--- src/hw/dsc_pkg.sv ---
// device setup control package: command word layout, field positions,
// reset values and the packed state types of the setup register bank.
// assumes a 29-bit command word already shifted in and framed upstream.
package dsc_pkg;

  // command word layout
  localparam int unsigned CMD_W        = 29;
  localparam int unsigned DIR_POS      = 28;   // 1 = readback, 0 = write
  localparam int unsigned CHAN_SEL_MSB = 27;
  localparam int unsigned CHAN_SEL_LSB = 24;
  localparam int unsigned TARGET_MSB   = 23;
  localparam int unsigned TARGET_LSB   = 22;
  localparam int unsigned DATA_W       = 22;   // data bits 21..0

  // data field positions inside the setup word
  localparam int unsigned CLAMP_LSB    = 18;   // 21..18
  localparam int unsigned CMP_OE_LSB   = 14;   // 17..14
  localparam int unsigned CMP_PWR_POS  = 13;
  localparam int unsigned GND_SNS_POS  = 12;
  localparam int unsigned GALM_POS     = 11;
  localparam int unsigned CALM_POS     = 10;
  localparam int unsigned SSHORT_POS   = 9;
  localparam int unsigned GUARD_POS    = 8;
  localparam int unsigned GAIN_HI_POS  = 7;
  localparam int unsigned GAIN_LO_POS  = 6;
  localparam int unsigned TMP_EN_POS   = 5;
  localparam int unsigned TMP_SEL_LSB  = 3;    // 4..3
  localparam int unsigned LATCHED_POS  = 2;

  // power-on values: every function off, guard-input use, alarm pin off
  localparam logic [21:0] SETUP_RESET  = 22'h000000;
  localparam logic [3:0]  CHAN_ZERO    = 4'h0;

  // register image of the setup word, low two bits always zero
  typedef struct packed {
    logic [3:0] clamp_en;
    logic [3:0] cmp_out_en;
    logic       cmp_power_on;
    logic       ground_sense_per_channel;
    logic       guard_alarm_select;
    logic       clamp_alarm_select;
    logic       internal_sense_short;
    logic       guard_amp_en;
    logic       meas_range_unipolar;
    logic       meas_current_gain_sel;
    logic       tmp_en;
    logic [1:0] tmp_sel;
    logic       latched;
  } dsc_setup_t;

  // whole state of the block
  typedef struct packed {
    dsc_setup_t        setup;
    logic              rd_valid;
    logic [DATA_W-1:0] rd_data;
  } dsc_state_t;

endpackage

--- src/hw/dsc_setup_regs.sv ---
// device setup control register bank: one device-wide configuration word,
// written and read back through framed serial command words, with
// clamp and comparator enables shared with the per-channel registers.
// assumes cmd_valid_i marks a complete 29-bit word, synchronous to mclk_i,
// and that the channel decoder pulses chan_wr_i for channel register writes.
//
// Contract
// - setup register is targeted only when channel and target bits are zero
// - one register serves the whole device, not one per channel
// - top command bit zero writes, one starts a readback
// - four clamp enable bits switch each channel clamp on or off
// - clamp enable shared with channel register, readback shows latest write
// - comparator output enables drive outputs, high impedance after power-on
// - comparator output drives only while global comparator power is set
// - comparator power resets to zero, one powers all, zero shuts down
// - ground sense bit turns guard inputs into per-channel ground sense
// - two alarm selects route guard and clamp alarms onto shared pin
// - sense short bit closes both ten kilohm short switches
// - guard amplifier enable resets to zero, one enables it
// - upper gain bit selects unipolar measure range, else follows span
`timescale 1ns/1ps
`default_nettype none

module dsc_setup_regs #(
  parameter int unsigned CHANNELS = 4
) (
  input  wire logic                      mclk_i,
  input  wire logic                      rst_i,
  // framed command word
  input  wire logic                      cmd_valid_i,
  input  wire logic [dsc_pkg::CMD_W-1:0] cmd_word_i,
  // per-channel register writes of the shared enables
  input  wire logic [CHANNELS-1:0]       chan_wr_i,
  input  wire logic                      chan_clamp_en_i,
  input  wire logic                      chan_cmp_en_i,
  // live analog inputs
  input  wire logic [CHANNELS-1:0]       cmp_result_i,
  input  wire logic [CHANNELS-1:0]       guard_alarm_i,
  input  wire logic [CHANNELS-1:0]       clamp_alarm_i,
  // readback
  output logic                           rd_valid_o,
  output logic [dsc_pkg::DATA_W-1:0]     rd_data_o,
  // device-wide controls
  output logic [CHANNELS-1:0]            clamp_en_o,
  output logic [CHANNELS-1:0]            cmp_out_en_o,
  output logic                           cmp_power_on_o,
  output logic [CHANNELS-1:0]            cmp_out_o,
  output logic [CHANNELS-1:0]            cmp_out_oe_o,
  output logic                           ground_sense_per_channel_o,
  output logic                           guard_alarm_select_o,
  output logic                           clamp_alarm_select_o,
  output logic                           shared_alarm_pin_o,
  output logic                           shared_alarm_pin_oe_o,
  output logic                           sense_short_switch_o,
  output logic                           ground_short_switch_o,
  output logic                           guard_amp_en_o,
  output logic                           meas_range_unipolar_o,
  output logic                           meas_current_gain_sel_o,
  output logic                           tmp_en_o,
  output logic [1:0]                     tmp_sel_o,
  output logic                           latched_o
);

  // true when a word addresses the setup register, whatever its direction
  function automatic logic targets_setup(
    input logic [dsc_pkg::CMD_W-1:0] w
  );
    logic hit;
    hit = 1'b0;
    hit = (w[dsc_pkg::CHAN_SEL_MSB:dsc_pkg::CHAN_SEL_LSB] == 4'h0) &&
          (w[dsc_pkg::TARGET_MSB:dsc_pkg::TARGET_LSB] == 2'h0);
    return hit;
  endfunction

  // unpack a data word into the register image; low two bits dropped
  function automatic dsc_pkg::dsc_setup_t unpack_setup(
    input logic [dsc_pkg::DATA_W-1:0] d
  );
    dsc_pkg::dsc_setup_t s;
    s = '0;
    s.clamp_en                 = d[dsc_pkg::CLAMP_LSB +: 4];
    s.cmp_out_en               = d[dsc_pkg::CMP_OE_LSB +: 4];
    s.cmp_power_on             = d[dsc_pkg::CMP_PWR_POS];
    s.ground_sense_per_channel = d[dsc_pkg::GND_SNS_POS];
    s.guard_alarm_select       = d[dsc_pkg::GALM_POS];
    s.clamp_alarm_select       = d[dsc_pkg::CALM_POS];
    s.internal_sense_short     = d[dsc_pkg::SSHORT_POS];
    s.guard_amp_en             = d[dsc_pkg::GUARD_POS];
    s.meas_range_unipolar      = d[dsc_pkg::GAIN_HI_POS];
    s.meas_current_gain_sel    = d[dsc_pkg::GAIN_LO_POS];
    s.tmp_en                   = d[dsc_pkg::TMP_EN_POS];
    s.tmp_sel                  = d[dsc_pkg::TMP_SEL_LSB +: 2];
    s.latched                  = d[dsc_pkg::LATCHED_POS];
    return s;
  endfunction

  // pack the register image back into a readback word
  function automatic logic [dsc_pkg::DATA_W-1:0] pack_setup(
    input dsc_pkg::dsc_setup_t s
  );
    logic [dsc_pkg::DATA_W-1:0] d;
    d = '0;
    d[dsc_pkg::CLAMP_LSB +: 4]     = s.clamp_en;
    d[dsc_pkg::CMP_OE_LSB +: 4]    = s.cmp_out_en;
    d[dsc_pkg::CMP_PWR_POS]        = s.cmp_power_on;
    d[dsc_pkg::GND_SNS_POS]        = s.ground_sense_per_channel;
    d[dsc_pkg::GALM_POS]           = s.guard_alarm_select;
    d[dsc_pkg::CALM_POS]           = s.clamp_alarm_select;
    d[dsc_pkg::SSHORT_POS]         = s.internal_sense_short;
    d[dsc_pkg::GUARD_POS]          = s.guard_amp_en;
    d[dsc_pkg::GAIN_HI_POS]        = s.meas_range_unipolar;
    d[dsc_pkg::GAIN_LO_POS]        = s.meas_current_gain_sel;
    d[dsc_pkg::TMP_EN_POS]         = s.tmp_en;
    d[dsc_pkg::TMP_SEL_LSB +: 2]   = s.tmp_sel;
    d[dsc_pkg::LATCHED_POS]        = s.latched;
    return d;
  endfunction

  dsc_pkg::dsc_state_t        state_reg;
  dsc_pkg::dsc_state_t        state_next;
  logic                       setup_hit;
  logic                       wr_hit;
  logic                       rd_hit;
  logic [CHANNELS-1:0]        guard_flag;
  logic [CHANNELS-1:0]        clamp_flag;

  // command decode, shared by write and readback paths
  assign setup_hit = cmd_valid_i && targets_setup(cmd_word_i);
  assign wr_hit    = setup_hit && !cmd_word_i[dsc_pkg::DIR_POS];
  assign rd_hit    = setup_hit &&  cmd_word_i[dsc_pkg::DIR_POS];

  // next state: setup writes, channel writes of shared bits, readback
  always_comb begin
    state_next          = state_reg;
    state_next.rd_valid = 1'b0;
    // channel register writes land first so a setup write in the same
    // cycle, being the later of the two in the command order, wins
    for (int unsigned c = 0; c < CHANNELS; c++) begin
      if (chan_wr_i[c]) begin
        state_next.setup.clamp_en[c]   = chan_clamp_en_i;
        state_next.setup.cmp_out_en[c] = chan_cmp_en_i;
      end
    end
    if (wr_hit) begin
      state_next.setup = unpack_setup(cmd_word_i[dsc_pkg::DATA_W-1:0]);
    end
    // readback shows the image as it stands before this word's effect
    if (rd_hit) begin
      state_next.rd_valid = 1'b1;
      state_next.rd_data  = pack_setup(state_reg.setup);
    end
  end

  // single state register, synchronous power-on reset
  always_ff @(posedge mclk_i) begin
    if (rst_i) begin
      state_reg.setup    <= unpack_setup(dsc_pkg::SETUP_RESET);
      state_reg.rd_valid <= 1'b0;
      state_reg.rd_data  <= '0;
    end else begin
      state_reg <= state_next;
    end
  end

  // readback port
  assign rd_valid_o = state_reg.rd_valid;
  assign rd_data_o  = state_reg.rd_data;

  assign clamp_en_o     = state_reg.setup.clamp_en;
  // channel readback uses the same bits
  assign cmp_out_en_o   = state_reg.setup.cmp_out_en;
  assign cmp_power_on_o = state_reg.setup.cmp_power_on;

  // comparator outputs: a powered-down comparator has nothing to drive,
  // so the enable alone is not enough; both must be set
  // high impedance until enabled
  assign cmp_out_oe_o = state_reg.setup.cmp_out_en &
                        {CHANNELS{state_reg.setup.cmp_power_on}};
  assign cmp_out_o    = cmp_result_i & cmp_out_oe_o;

  assign ground_sense_per_channel_o = state_reg.setup.ground_sense_per_channel;

  assign guard_alarm_select_o = state_reg.setup.guard_alarm_select;
  assign clamp_alarm_select_o = state_reg.setup.clamp_alarm_select;

  // open-drain alarm: only ever pulls low, never drives high;
  // with both selects clear the pin is released whatever the sources do
  // source gating
  assign guard_flag = guard_alarm_i & {CHANNELS{state_reg.setup.guard_alarm_select}};
  assign clamp_flag = clamp_alarm_i & {CHANNELS{state_reg.setup.clamp_alarm_select}};
  assign shared_alarm_pin_o    = 1'b0;
  assign shared_alarm_pin_oe_o = (|guard_flag) | (|clamp_flag);

  // both short switches follow one bit, so they can never disagree
  // sense and ground shorts
  assign sense_short_switch_o  = state_reg.setup.internal_sense_short;
  assign ground_short_switch_o = state_reg.setup.internal_sense_short;

  assign guard_amp_en_o = state_reg.setup.guard_amp_en;

  assign meas_range_unipolar_o   = state_reg.setup.meas_range_unipolar;
  assign meas_current_gain_sel_o = state_reg.setup.meas_current_gain_sel;

  // temperature shutdown settings, passed to the sensor block
  assign tmp_en_o  = state_reg.setup.tmp_en;
  assign tmp_sel_o = state_reg.setup.tmp_sel;
  assign latched_o = state_reg.setup.latched;

endmodule

`default_nettype wire

--- config.mk ---
export PLATFORM = sky130hd
export DESIGN_NAME = dsc_setup_regs
export DESIGN_NICKNAME = d
export VERILOG_FILES = /design/src/hw/dsc_pkg.sv /design/src/hw/dsc_setup_regs.sv
export SDC_FILE = /design/constraint.sdc
export NUM_CORES = 1
export LEC_CHECK = 0
export BUFFER_PORTS_ARGS = -buffer_cell sky130_fd_sc_hd__buf_2
export CAP_MARGIN = 25
export CORE_MARGIN = 10
export CORE_UTILIZATION = 40
export CTS_CLUSTER_SIZE = 8
export DETAILED_ROUTE_END_ITERATION = 8
export GPL_TIMING_DRIVEN = 0
export PLACE_DENSITY = 0.75
export SLEW_MARGIN = 20
export SYNTH_ARGS = -nofsm -noshare
export SYNTH_HDL_FRONTEND = slang
export SYNTH_SLANG_ARGS = --single-unit
export TNS_END_PERCENT = 20
--- constraint.sdc ---
create_clock -name mclk_i -period 1.2 [get_ports mclk_i]
set_clock_uncertainty 0.2 [all_clocks]
set_input_delay 0 -clock mclk_i [delete_from_list [all_inputs] [get_ports mclk_i]]
set_output_delay 0 -clock mclk_i [all_outputs]
set_load 0.02 [all_outputs]
* After elaboration in Yosys (flattened, before gate mapping)
Cells that the tools add are included.
Word-level totals: register bits after elaboration 41
Operators by class: mux-type cells 10, bitwise logic cells 5, reduce and logical (&&, ||, !) cells 13
Operators by type and width (count):
- $mux W23 | 1
- $mux W20 | 1
- $and A4 B4 Y4 | 4
- $mux W1 | 8
- $reduce_bool A2 Y1 | 4
- $reduce_or A4 Y1 | 2
- $logic_and A1 B1 Y1 | 4
- $logic_not A4 Y1 | 1
- $logic_not A2 Y1 | 1
- $logic_not A1 Y1 | 1
- $or A1 B1 Y1 | 1

* Longest topological paths before layout
depth after elaboration 5, mapped depth 4

* Worst setup path after synthesis
No wires, ideal clock.
path kind in2reg, from input cmd_word_i[25] (netlist name), to register state_reg (netlist bit clamp_alarm_select_o), arrival 0.872 ns, setup slack -0.004 ns, stages on the path 4, path buffers 1, cells stage by stage or4_1 -> buf_2 -> o21ai_1 -> a21oi_1
Between the ends: word-level cells in the longest chain between the ends 4
RTL lines:
- start: declaration | line dsc_setup_regs.sv:31 | input wire logic [dsc_pkg::CMD_W-1:0] cmd_word_i,
- $logic_not A4 Y1 | line dsc_setup_regs.sv:70 | hit = (w[dsc_pkg::CHAN_SEL_MSB:dsc_pkg::CHAN_SEL_LSB] == 4'h0) &&
- $logic_and A1 B1 Y1 | line dsc_setup_regs.sv:70
- $logic_and A1 B1 Y1 | line dsc_setup_regs.sv:128 | assign setup_hit = cmd_valid_i && targets_setup(cmd_word_i);
- $logic_and A1 B1 Y1 | line dsc_setup_regs.sv:129 | assign wr_hit = setup_hit && !cmd_word_i[dsc_pkg::DIR_POS];
- end signal: assignment | line dsc_setup_regs.sv:161 | state_reg <= state_next;
- end: declaration | line dsc_setup_regs.sv:119 | dsc_pkg::dsc_state_t state_reg;
No other way between the ends. A chain may end at the register's enable or synchronous reset.

* Final worst setup path
from register state_reg (netlist bit cmp_power_on_o), to output cmp_out_o[1]
Between the ends: word-level cells in the longest chain between the ends 2
RTL lines:
- $and A4 B4 Y4 | line dsc_setup_regs.sv:177 | assign cmp_out_oe_o = state_reg.setup.cmp_out_en &
- $and A4 B4 Y4 | line dsc_setup_regs.sv:179 | assign cmp_out_o = cmp_result_i & cmp_out_oe_o;
- end: declaration | line dsc_setup_regs.sv:47 | output logic [CHANNELS-1:0] cmp_out_o,
No other way between the ends.

==> results.yml <==
status:
  status: "complete, but fails checks"
  violations: "negative hold slack, negative setup slack"
die:
  start_util_pct: 41.4
  die-width_um: 89.9
  io_pins: 104
  core_area_mm2: 0.00472
  rows: 25
  die_h_um: 89.9
  die-area_mm2: 0.00809
drt:
  vias_per_cell: 4.85
  wirelength_um: 6700
  ant_nets: 0
  drt-pass1-iter-count: 4
  drc: 0
  routedWlPerCell_um: 16.2
  drtIter0Drc: 86
  route.vias.total: 2009
critical_path:
  required_ns: 1.00
  crit_fanout: 11
  r2r_end: "cmp_out_en_o[3]$_SDFFE_PP0P_"
  crit_path_end_kind: "primary output"
  crit_chain: "and3_1 > buf_4"
  rrSetupSlack_ns: 0.11
  arrival_ns: 1.03
  critPathSlowestCell: "dfxtp_4"
  start_kind: "flop"
  critPathBufInv: 1
  crit_family: "flip-flops"
  critical_path.max_stage_delay_ns: 0.40
  r2r_start: "cmp_out_en_o[3]$_SDFFE_PP0P_"
  reg2reg_depth: 3
  crit_type: "flop to primary output"
grt:
  grt_first_pass_wirelength_um: 10500
  grt_remaining_overflow: 0
  grt_max_degree: 12
  grt_pass1_vias: 2117
  grt_antenna_before_repair: 3
  grt_usage_pct: 15.5
synth:
  ys_seq_elements: 41
  yosys.cell_types.count: 24
  syn_inst: 209
  synthTopCellsByArea: "dfxtp_1 (42%), nand2b_1 (13%), mux2i_1 (10%)"
  synth_area_per_cell_um2: 9.36
  yosys_warnings: 0
  synthesis.area_mm2: 0.00196
  ys_seq_area_share_pct: 41.9
  synth_largest_area_cell: "dfxtp_1"
  yosys.area.top_type_share_pct: 41.9
power:
  peakVddDrop_mv: 0.489
  powerDensity_mw_per_mm2: 900
  leakagePower_nw: 1.39
layout:
  drive_gt1_share_pct: 41.6
  final_cell_mix: "buf_2 (93), nand2b_1 (40), dfxtp_1 (34)"
  final_nets: 394
  final_common_cell: "buf_2"
  area_delta_synth_final_pct: 52.4
  finalCoreUtilization_pct: 63.2
  fin_cells: 414
  final_area_mm2: 0.00298
clocking:
  insertion_delay_ns: 0.29
  htreeDepth: 2
  cts_hold_buf: 28
  clock-sinks: 41
  cts_setup_buffers: 0
  clockBufferDepth: 2
  cts_buffers: 5
  cts-root-buf: "clkbuf_8"
  cts_tree: "done"
  cts.clk_slew.worst_paths_ns: 0.07
placed_design:
  place_inst: 376
  portBuffers: 98
  place_area_mm2: 0.00254
  globalplace.congestion: 0.849
  hpwlAfterDp_um: 4670
timing:
  hold_viol: 3
  setup_viol: 1
  min_period_over_period_pct: 103
  hold-worst-slack_ns: -0.0716
  timing.final.max_slew_violations: 0
  finalWorstSetupSlack_ns: -0.0305
  rsz0062_at_grt: "yes"
  max_freq_mhz: 813
  period_needed_ns: 1.23
hold_path:
  holdPathStages: 4
  holdCritStartpoint: "cmd_word_i[26]"
  hold_class: "input port to flop"
  hold_path_end: "rd_data_o[2]$_SDFFE_PP0P_"
run:
  drv_cap: 0
[Yosys cell counts (all sizes together)]
cell	n
o41ai	2
nand2b	40
dfxtp	41
buf	14
nor3	1
or4	1
and2	4
or4b	1
nor2	1
nor4b	1
nand3	21
mux2i	20
clkbuf	6
mux2	8
and3	5
o21ai	20
conb	1
nand2	1
a21oi	20
nor4	1
[logic make-up after synthesis]
group | share of synthesized area, %
other | 0.192
buffers and inverters | 6.78
multiplexers | 14.8
AND/OR/NAND/NOR | 24.9
AO/OA/AOI/OAI | 11.3
flip-flops | 41.9
[sequential cells by signal (all words and copies together) (netlist names), 2 cells and up]
| name | flops |
|---|---|
| clamp_en_o | 4 |
| tmp_sel_o | 2 |
| rd_data_o | 20 |
| cmp_out_en_o | 4 |
[layout make-up]
type	instances	area (um2)
repair buffers	126	791
well taps	67	83.8
clock buffers	7	86.3
multi-input cells	150	1040
plain buffers	20	145
fillers	394	1740
flip-flops and latches	41	832
diodes	3	7.51
[tightest hold or removal path: cells and delay by family]
kind	cells	cell delay, ns
buffers and inverters	1	0.11
muxes	1	0.08
and+or+nand+nor	2	0.18
[what timing repair did]
item                                   CTS  global route
pin swaps                                0             2
endpoints found under the hold margin   23             3
resized for setup                       11            18
setup endpoints to repair               10            21
[where the power goes]
group          internal [mW]  switching, mW  leakage (nW)
Clock                  0.456          0.446        0.0443
Combinational          0.211          0.175          1.01
Sequential              1.38         0.0204         0.335
Total                   2.04          0.641          1.39
[worst max path at each step]
stage,startpoint,end,slack (ns),cells after the start
3_3_place_gp,cmd_word_i[25],ground_short_switch_o$_SDFFE_PP0P_,-0.19,5
5_1_grt,cmp_power_on_o$_SDFFE_PP0P_,cmp_out_o[1],-0.06,2
2_1_floorplan,cmd_word_i[25],clamp_alarm_select_o$_SDFFE_PP0P_,-0.004,4
6_report,cmp_power_on_o$_SDFFE_PP0P_,cmp_out_o[1],-0.03,2
4_1_cts,cmp_power_on_o$_SDFFE_PP0P_,cmp_out_o[1],0.008,2
3_5_place_dp,cmd_word_i[25],tmp_en_o$_SDFFE_PP0P_,-0.24,5
[metal layers]
layer	GRT usage, %	wire [um]
met3	3.91	319
met5	0	0
met1	16.4	2680
met4	11.9	383
met2	25.7	3320
[per-stage QoR]
step	power, mW	worst slack, ns	hold WS [ns]	TNS [ns]
CTS	2.67	0.00776	-0.0826	0
global placement	1.71	-0.194	0.0571	-6.24
floorplan	1.58	-0.00389	-0.0523	-0.0558
global route	2.77	-0.0619	-0.0576	-0.201
finish	2.68	-0.0305	-0.0716	-0.0305
detailed placement	1.72	-0.242	0.0622	-7.10
No activity file was read; power rests on OpenSTA's default activity.
